[config.mk]
export PLATFORM = sky130hd
export DESIGN_NAME = floppy_rate_status_regs
export DESIGN_NICKNAME = d
export VERILOG_FILES = /design/src/design/floppy_rate_status_regs.v /design/src/design/rate_density_decode.v /design/src/design/status_byte_zero.v
export VERILOG_INCLUDE_DIRS = /design/src /design/src/design
export SDC_FILE = /design/constraint.sdc
export NUM_CORES = 1
export LEC_CHECK = 0
export ABC_AREA = 1
export BUFFER_PORTS_ARGS = -buffer_cell sky130_fd_sc_hd__buf_2
export CAP_MARGIN = 25
export CORE_ASPECT_RATIO = 1.4
export CORE_MARGIN = 2
export CORE_UTILIZATION = 46
export CTS_CLUSTER_SIZE = 25
export DETAILED_ROUTE_END_ITERATION = 8
export PLACE_DENSITY = 0.77
export SLEW_MARGIN = 20
export SYNTH_ARGS = -nofsm -noshare
export SYNTH_HDL_FRONTEND = slang
export SYNTH_HIERARCHICAL = 1
export SYNTH_SLANG_ARGS = --single-unit
[constraint.sdc]
create_clock -name clk_sys -period 2 [get_ports clk_sys]
set_clock_uncertainty 0.15 [all_clocks]
set_input_delay 0.3 -clock clk_sys [delete_from_list [all_inputs] [get_ports clk_sys]]
set_output_delay 0.3 -clock clk_sys [all_outputs]
set_load 0.02 [all_outputs]
[src/design/floppy_rate_status_map.vh]
`ifndef FLOPPY_RATE_STATUS_MAP_VH
`define FLOPPY_RATE_STATUS_MAP_VH
// Register addresses on the host port
`define FRS_ADDR_INPUT 10'h3F7
`define FRS_ADDR_DATA 10'h3F5
// Compatibility view selector codes
`define FRS_VIEW_FIRST 2'h0
`define FRS_VIEW_SECOND 2'h1
`define FRS_VIEW_THIRD 2'h2
// Rate field codes
`define FRS_RATE_1M 2'h3
`define FRS_RATE_500K 2'h0
`define FRS_RATE_300K 2'h1
`define FRS_RATE_250K 2'h2
// Reset values
`define FRS_RATE_RESET 2'h2
`define FRS_PRECOMP_RESET 1'h0
`define FRS_DENSITY_RESET 1'h1
// Field positions in the rate configuration write
`define FRS_CFG_RATE_LSB 0
`define FRS_CFG_RATE_MSB 1
`define FRS_CFG_PRECOMP_BIT 2
// Field positions in the input register views
`define FRS_IN_CHANGED_BIT 7
`define FRS_IN_SECOND_RATE_LSB 1
`define FRS_IN_THIRD_PRECOMP_BIT 2
`define FRS_IN_THIRD_DMA_BIT 3
// Constant fills
`define FRS_SECOND_ONES 4'hF
`define FRS_THIRD_ZEROS 3'h0
// Status byte zero fields
`define FRS_SB0_CODE_MSB 7
`define FRS_SB0_CODE_LSB 6
`define FRS_SB0_SEEK_BIT 5
`define FRS_SB0_FAULT_BIT 4
`define FRS_SB0_ZERO_BIT 3
`define FRS_SB0_HEAD_BIT 2
// Read data enable patterns (low means driven)
`define FRS_OE_ALL 8'h00
`define FRS_OE_NONE 8'hFF
`define FRS_OE_TOP_ONLY 8'h7F
`endif

[src/design/floppy_rate_status_regs.v]
// Chosen here: the strobed register port.
`include "floppy_rate_status_map.vh"
`default_nettype none
module floppy_rate_status_regs (
  input wire clk_sys,
  input wire rst_n,
  // Host register port
  input wire [9:0] regAddr,
  input wire [7:0] regWrData,
  input wire regWrite,
  input wire regRead,
  output wire [7:0] regRdData,
  output wire [7:0] regRdOe_n,
  // Configuration straps
  input wire [1:0] compatView,
  input wire densityPolarity,
  // Controller side
  input wire swReset,
  input wire dmaGate,
  input wire resultPhase,
  input wire cmdDone,
  input wire [1:0] completionCode,
  input wire headAddr,
  input wire [1:0] driveNumber,
  input wire seekDoneEvent,
  input wire equipmentFaultEvent,
  // Drive cable
  input wire diskChanged,
  output wire densityOut,
  // Rate seen by the rest of the controller
  output wire [1:0] rateField
);

  // One-hot view states derived from the selector
  localparam [2:0] VIEW_FIRST = 3'h1;
  localparam [2:0] VIEW_SECOND = 3'h2;
  localparam [2:0] VIEW_THIRD = 3'h4;

  reg [1:0] rate_q; // Current rate select
  reg skipPrecomp_q; // Stored, no effect on the controller
  reg densityOut_q; // Density pin level
  reg [7:0] rdData_q; // Read data, valid the cycle after a read
  reg [7:0] rdOe_q; // Read data enables, low when driven
  reg [7:0] rdData_d; // Next read data
  reg [7:0] rdOe_d; // Next read enables
  reg [2:0] view_d; // Decoded view, one-hot
  reg [1:0] rateWr_d; // Rate value after a possible write
  reg [7:0] inputView_d; // Assembled input register byte
  reg statusTaken_d; // Status byte read this cycle

  wire highDensityFlag; // Decoded slow-rate flag
  wire densityLevel; // Decoded density pin level
  wire [1:0] rateForDecode; // Rate as it stands after this cycle
  wire [7:0] statusByte; // First result byte
  wire inputHit; // Access at the shared address
  wire dataHit; // Access at the data register

  assign inputHit = (regAddr == `FRS_ADDR_INPUT);
  assign dataHit = (regAddr == `FRS_ADDR_DATA);

  // Map the selector onto a one-hot view; the spare code falls back to the first
  always @* begin
    view_d = VIEW_FIRST;
    case (compatView)
      `FRS_VIEW_FIRST: begin
        view_d = VIEW_FIRST;
      end
      `FRS_VIEW_SECOND: begin
        view_d = VIEW_SECOND;
      end
      `FRS_VIEW_THIRD: begin
        view_d = VIEW_THIRD;
      end
      default: begin
        view_d = VIEW_FIRST;
      end
    endcase
  end

  // Rate as it will be after this cycle, so the density pin follows a write at once
  always @* begin
    rateWr_d = rate_q;
    if (regWrite && inputHit) begin
      rateWr_d = regWrData[`FRS_CFG_RATE_MSB:`FRS_CFG_RATE_LSB];
    end
  end
  assign rateForDecode = rateWr_d;

  // Rate decode for the density pin only; its flag output is left open
  rate_density_decode uDecode (
    .rateField(rateForDecode),
    .densityPolarity(densityPolarity),
    .highDensityFlag(),
    .densityLevel(densityLevel)
  );

  // Flag for the view uses the stored rate, which is what a read sees
  rate_density_decode uFlag (
    .rateField(rate_q),
    .densityPolarity(1'h0),
    .highDensityFlag(highDensityFlag),
    .densityLevel()
  );

  // Configuration register: write only, shares the address with the input view
  always @(posedge clk_sys or negedge rst_n) begin
    if (!rst_n) begin
      rate_q <= `FRS_RATE_RESET;
      skipPrecomp_q <= `FRS_PRECOMP_RESET;
    end else if (regWrite && inputHit) begin
      // Writes land here, never in the input register
      rate_q <= regWrData[`FRS_CFG_RATE_MSB:`FRS_CFG_RATE_LSB];
      // Only the third view has a stored precomp bit; reserved bits are dropped
      if (view_d == VIEW_THIRD) begin
        skipPrecomp_q <= regWrData[`FRS_CFG_PRECOMP_BIT];
      end
    end
    // Software reset deliberately leaves both fields alone
  end

  // Density pin: high out of hardware reset, then tracks the rate written.
  // Soft resets are not wired here, so they cannot disturb the pin.
  always @(posedge clk_sys or negedge rst_n) begin
    if (!rst_n) begin
      densityOut_q <= `FRS_DENSITY_RESET;
    end else if (regWrite && inputHit) begin
      densityOut_q <= densityLevel;
    end
  end

  // Assemble the input register byte for the active view
  always @* begin
    inputView_d = 8'h00;
    case (view_d)
      VIEW_FIRST: begin
        // Low bits are left undriven by the enables below
        inputView_d = 8'h00;
      end
      VIEW_SECOND: begin
        inputView_d[3:0] = {1'h1, rate_q, highDensityFlag};
        inputView_d[6:3] = `FRS_SECOND_ONES;
      end
      VIEW_THIRD: begin
        inputView_d[1:0] = rate_q;
        inputView_d[`FRS_IN_THIRD_PRECOMP_BIT] = skipPrecomp_q;
        inputView_d[`FRS_IN_THIRD_DMA_BIT] = dmaGate;
        inputView_d[6:4] = `FRS_THIRD_ZEROS;
      end
      default: begin
        inputView_d = 8'h00;
      end
    endcase
    // Cable line is active low, so the bit shows its inverse in all views
    inputView_d[`FRS_IN_CHANGED_BIT] = ~diskChanged;
  end

  // Read mux; unmapped addresses answer zero, fully driven
  always @* begin
    rdData_d = 8'h00;
    rdOe_d = `FRS_OE_NONE;
    statusTaken_d = 1'h0;
    if (regRead) begin
      rdOe_d = `FRS_OE_ALL;
      if (inputHit) begin
        rdData_d = inputView_d;
        if (view_d == VIEW_FIRST) begin
          // Bits six down to zero stay floating in the first view
          rdOe_d = `FRS_OE_TOP_ONLY;
        end
      end else if (dataHit && resultPhase) begin
        // First result byte goes out through the data register
        rdData_d = statusByte;
        statusTaken_d = 1'h1;
      end
    end
  end

  // Read data and enables stand only in the cycle after the strobe
  always @(posedge clk_sys or negedge rst_n) begin
    if (!rst_n) begin
      rdData_q <= 8'h00;
      rdOe_q <= `FRS_OE_NONE;
    end else begin
      rdData_q <= rdData_d;
      rdOe_q <= rdOe_d;
    end
  end

  // Status byte store; sticky bits cleared when the host takes the byte
  status_byte_zero uStatus (
    .clk_sys(clk_sys),
    .rst_n(rst_n),
    .swReset(swReset),
    .cmdDone(cmdDone),
    .completionCode(completionCode),
    .headAddr(headAddr),
    .driveNumber(driveNumber),
    .seekDoneEvent(seekDoneEvent),
    .equipmentFaultEvent(equipmentFaultEvent),
    .byteTaken(statusTaken_d),
    .statusByte(statusByte)
  );

  assign regRdData = rdData_q;
  assign regRdOe_n = rdOe_q;
  assign densityOut = densityOut_q;
  assign rateField = rate_q;

endmodule // floppy_rate_status_regs
`default_nettype wire

[src/design/rate_density_decode.v]
`include "floppy_rate_status_map.vh"
`default_nettype none
// Pure decode of the rate field into the density indications
module rate_density_decode (
  input wire [1:0] rateField,
  input wire densityPolarity,
  output wire highDensityFlag,
  output wire densityLevel
);

  // Fast rates give a low flag, slow rates a high flag
  function isSlowRate;
    input [1:0] code;
    begin
      isSlowRate = (code == `FRS_RATE_300K) || (code == `FRS_RATE_250K);
    end
  endfunction

  assign highDensityFlag = isSlowRate(rateField);
  // Same split, flipped by the polarity strap
  assign densityLevel = isSlowRate(rateField) ^ densityPolarity;

endmodule // rate_density_decode
`default_nettype wire

[src/design/status_byte_zero.v]
`include "floppy_rate_status_map.vh"
`default_nettype none
// Holds the first result byte of a command
module status_byte_zero (
  input wire clk_sys,
  input wire rst_n,
  input wire swReset,
  input wire cmdDone,
  input wire [1:0] completionCode,
  input wire headAddr,
  input wire [1:0] driveNumber,
  input wire seekDoneEvent,
  input wire equipmentFaultEvent,
  input wire byteTaken,
  output wire [7:0] statusByte
);

  reg [1:0] code_q; // Completion code of last command
  reg head_q; // Head address at completion
  reg [1:0] drive_q; // Drive number at completion
  reg seekDone_q; // Sticky seek completion
  reg equipmentFault_q; // Sticky equipment fault

  // Capture on completion; sticky bits cleared by reading the byte
  always @(posedge clk_sys or negedge rst_n) begin
    if (!rst_n) begin
      code_q <= 2'h0;
      head_q <= 1'h0;
      drive_q <= 2'h0;
      seekDone_q <= 1'h0;
      equipmentFault_q <= 1'h0;
    end else if (swReset) begin
      code_q <= 2'h0;
      head_q <= 1'h0;
      drive_q <= 2'h0;
      seekDone_q <= 1'h0;
      equipmentFault_q <= 1'h0;
    end else begin
      if (cmdDone) begin
        code_q <= completionCode;
        head_q <= headAddr;
        drive_q <= driveNumber;
      end
      // Set wins over the read clear so no event is lost
      if (seekDoneEvent) begin
        seekDone_q <= 1'h1;
      end else if (byteTaken) begin
        seekDone_q <= 1'h0;
      end
      if (equipmentFaultEvent) begin
        equipmentFault_q <= 1'h1;
      end else if (byteTaken) begin
        equipmentFault_q <= 1'h0;
      end
    end
  end

  // Bit 3 is tied low
  assign statusByte = {code_q, seekDone_q, equipmentFault_q, 1'h0, head_q, drive_q};

endmodule // status_byte_zero
`default_nettype wire

# After elaboration in Yosys (flattened, before gate mapping)
# Index checks and enable logic that the tools add are counted.
# word_totals
regBits,27
latch_bits,0
ramBits,0
rom_bits,0
in_bits,37
out_inout_bits,19
memories,0
# classes
add_sub_neg,0
multipliers,0
div_mod_pow,0
magnitude_cmp,0
eq_ne,11
shifts,0
muxes,23
bitwise_logic,2
reduce_logical,8
# ops
cell,n
2-to-1 mux 8 bit,4
"== test 10 bit, second input constant",2
2-to-1 mux 7 bit,2
case mux 7 bit (2 select lines),1
2-to-1 mux 1 bit,10
2-to-1 mux 2 bit,5
"== test 2 x 1 -> 1 bit, second input constant",3
"== test 2 bit, second input constant",3
case mux 3 bit (2 select lines),1
nonzero test 3 bit,2
"== test 3 x 1 -> 1 bit, second input constant",1
"== test 3 x 2 -> 1 bit, second input constant",1
"== test 3 bit, second input constant",1
logical AND 1 bit,2
logical OR 1 bit,2
AND reduction 2 bit,1
nonzero test 2 bit,1
NOT 1 bit,1
bitwise XOR 1 bit,1

# Logic depth before layout (Yosys ltp)
# logic_depth
depth_word,8
depth_mapped,13
depth_no_buf,13

# Cells and area by module
# Netlist, hierarchy kept.
# by_module_without_submodules
mod,n_inst,cells_per_inst,area_each_um2,seq_area_each_um2
floppy_rate_status_regs,1,102,799.5,355.3
status_byte_zero,1,37,305.3,175.2
rate_density_decode,2,11,43.8,0.0

# Least setup slack after synthesis
# OpenSTA, ideal clock, no wires.
# synth_timing
path_kind,flip-flop to flip-flop
startpoint,"register rate_q[1], in the netlist rateField[1]"
endpoint,"register densityOut_q, in the netlist densityOut"
setup_ps,60
arrival_time_ps,1356
required_time_ps,1790
slack_ps,434
path_stages_with_launch,9
path_cell_list,dfstp_2 -> inv_1 -> o21ai_0 -> inv_1 -> nand2_1 -> nand3_1 -> nand2_1 -> nand2_1 -> nand2_1
# synth_via
elab_chain_cells,4
elab_cells_between_ends,5
classes_between,2 x eq/ne; 1 x mux; 1 x bitwise; 1 x reduce/logical
# synth_rtl
item,line_no,rtl
from (decl),floppy_rate_status_regs.v:39,reg [1:0] rate_q;
from (signal assigned),floppy_rate_status_regs.v:108,rate_q <= `FRS_RATE_RESET;
from (signal assigned),floppy_rate_status_regs.v:112,rate_q <= regWrData[`FRS_CFG_RATE_MSB:`FRS_CFG_RATE_LSB];
2-to-1 mux 2 bit (*),floppy_rate_status_regs.v:83,if (regWrite && inputHit) begin
via rateForDecode[1],floppy_rate_status_regs.v:53,wire [1:0] rateForDecode;
== test 2 x 1 -> 1 bit (no source line) / == test 2 bit (equally long branches),--,
logical OR 1 bit (*),--,
bitwise XOR 1 bit (*),rate_density_decode.v:21,assign densityLevel = isSlowRate(rateField) ^ densityPolarity;
via densityLevel,floppy_rate_status_regs.v:52,wire densityLevel;
to (signal assigned),floppy_rate_status_regs.v:125,densityOut_q <= `FRS_DENSITY_RESET;
to (signal assigned),floppy_rate_status_regs.v:127,densityOut_q <= densityLevel;
to (decl),floppy_rate_status_regs.v:41,reg densityOut_q;
# The timed path passes the listed nets; every way through them passes the cells marked *.
# A chain may end at the register's enable or synchronous reset.

# Worst setup path in the final report
# Same ends and word-level chain as after synthesis.

==> impl_metrics.csv <==
group,metric,value,unit
run_status,outcome,"completed",
clocking,cts-root-buf,"clkbuf_4",
die,dieHeight,63.4,um
route,vias_per_cell,4.59,
placement,place_ws,0.135,ns
timing,setup_tns,0,ns
route,post-route-drc-count,0,
clocking,cts_buffers,3,
pwr,p_leak,0.876,nW
worst_setup_path,cp.arrival,1.76,ns
clocking,clk_latency,0.30,ns
die,io_pins,56,
job,cap_violations,0,
pwr,p_total,0.000763,W
die,rows,21,
global_routing,grt_first_pass_wirelength,3860,um
pwr,switchingPower,0.000204,W
route,drt_wl_total,2250,um
placement,place.gp.congestion,0.781,
route,drt_iter0_markers,30,
worst_setup_path,cp_max_fo,4,
clocking,clock_path_buffers,2,
placement,hpwl,1850,um
die,start_util,48.5,%
yosys,syn_area,0.00116,mm^2
yosys,synth.yosys.warnings,6,
pwr,p_per_area,539,mW/mm^2
global_routing,grt_usage,17.4,%
route,post_drt_wl_per_cell,9.69,um
timing,hold_viol_final,0,
pwr,pwr-share-clk,26.3,%
final_layout,layout_common_cells,"nand2_1 (54), buf_2 (50), inv_1 (24), dfrtp_1 (17), nor2_1 (7)",
yosys,synth.avg_cell_area,7.58,um^2
yosys,synth_nets,192,
timing,report.final.slew_viol_count,0,
clocking,htreeDepth,1,
die,die_area,0.00294,mm^2
clocking,cts_tree,"done",
timing,layout_setup_ws,0.346,ns
placement,port_buffers,50,
min_path,worstHoldPathType,"primary input to flop",
worst_setup_path,critPathKind,"flop to flop",
timing,fin_crit_sh,82.7,%
route,dr.pass1.iters,5,
final_layout,drive_gt1_share,35.4,%
global_routing,antenna_found_initial,0,
route,ant_nets,0,
route,via_count,1066,
final_layout,diodes,0,
timing,fin_crit,1.65,ns
pwr,p_int,0.000559,W
global_routing,overflow,0,
worst_setup_path,required,2.11,ns
final_layout,mostFrequentLayoutCell,"nand2_1",
clocking,clkTransAtPathRegs,0.11,ns
pwr,vdd_drop_max,0.320,mV
clocking,clock-sinks,21,
pwr,power_frac_seq,58.7,%
pwr,sw_frac_of_total,26.7,%
final_layout,layout.nets,238,
die,dieWidth,46.4,um
timing,setup_violations,0,
worst_setup_path,critPathCaptureType,"flop",
pwr,power_frac_comb,15.0,%
timing,rsz0062_at_grt,"no",
timing,max_freq,604,MHz
global_routing,grt_pass1_vias,978,
yosys,syn_inst,153,
worst_setup_path,worst_setup_path_start_kind,"flop",
global_routing,grt_max_degree,22,
final_layout,syn2layout_area_growth,22.0,%
die,core_area,0.00239,mm^2
==> through the flow <==
step	instances	hold slack (ns)	utilization (%)	area, um^2
global placement	227	0.114	57.6	1380
CTS	232	0.0204	59.2	1420
detailed placement	227	0.120	57.6	1380
floorplan	153	-0.146	-	1160
finish	232	0.0246	59.2	1420
global route	232	0.0182	59.2	1420
==> per-layer routing <==
layer	vias to the layer above	GRT usage, %	wire [um]
met5	-	0	0
met4	0	5.36	24
met3	4	2.58	84
met2	31	29.9	1260
met1	486	21.3	883
li1	545	-	-
==> critical path, cell delays in order (launching register included) <==
cell     delay (ns)
dfstp_2        0.57
inv_1          0.07
o21ai_0        0.37
inv_1          0.12
nand2_1        0.09
nand3_1        0.06
nand2_1        0.07
nand2_1        0.05
nand2_1        0.06
==> registers in the layout, indices dropped and copies added (netlist names) <==
register	cells
uStatus/code_q	2
skipPrecomp_q	1
uStatus/head_q	1
uStatus/drive_q	2
uStatus/equipmentFault_q	1
regRdOe_n	2
uStatus/seekDone_q	1
rateField	2
densityOut	1
regRdData	8
==> final timing paths <==
kind,from,endpoint,slack (ns),depth (start not counted)
hold / removal,swReset,uStatus/equipmentFault_q$_DFFE_PN0P_,0.02,2
hold reg to reg,skipPrecomp_q$_DFFE_PN0P_,skipPrecomp_q$_DFFE_PN0P_,0.34,2
max in group asynchronous,rst_n,regRdOe_n[7]$_DFF_PN1_,1.05,2
setup reg to reg,rateField[1]$_DFF_PN1_,densityOut$_DFFE_PN1P_,0.35,8
setup / recovery,rateField[1]$_DFF_PN1_,densityOut$_DFFE_PN1P_,0.35,8
min in group asynchronous,rst_n,regRdData[6]$_DFF_PN0_,0.31,2
==> power by group through the flow <==
stage               Clock, W  Combinational (W)  Sequential [W]
finish              0.000201           0.000114        0.000448
floorplan                  0          0.0000665        0.000458
detailed placement         0           0.000114        0.000455
global route        0.000221           0.000131        0.000449
CTS                 0.000204           0.000116        0.000448
global placement           0           0.000111        0.000454
==> layout make-up <==
type | instances | area, um^2
multi-input combinational | 96 | 457
tap | 34 | 42.5
fill | 203 | 976
inverter | 26 | 97.6
clock buffer | 3 | 22.5
clock inverter | 1 | 5.00
timing repair buffer | 51 | 260
sequential | 21 | 531
==> repair_timing <==
action | CTS | global route
endpoints found under the hold margin | 17 | 0
resized for setup | 0 | 0
setup buffers | 0 | 0
hold buffers | 1 | 0
(Power assumes the default switching activity.)
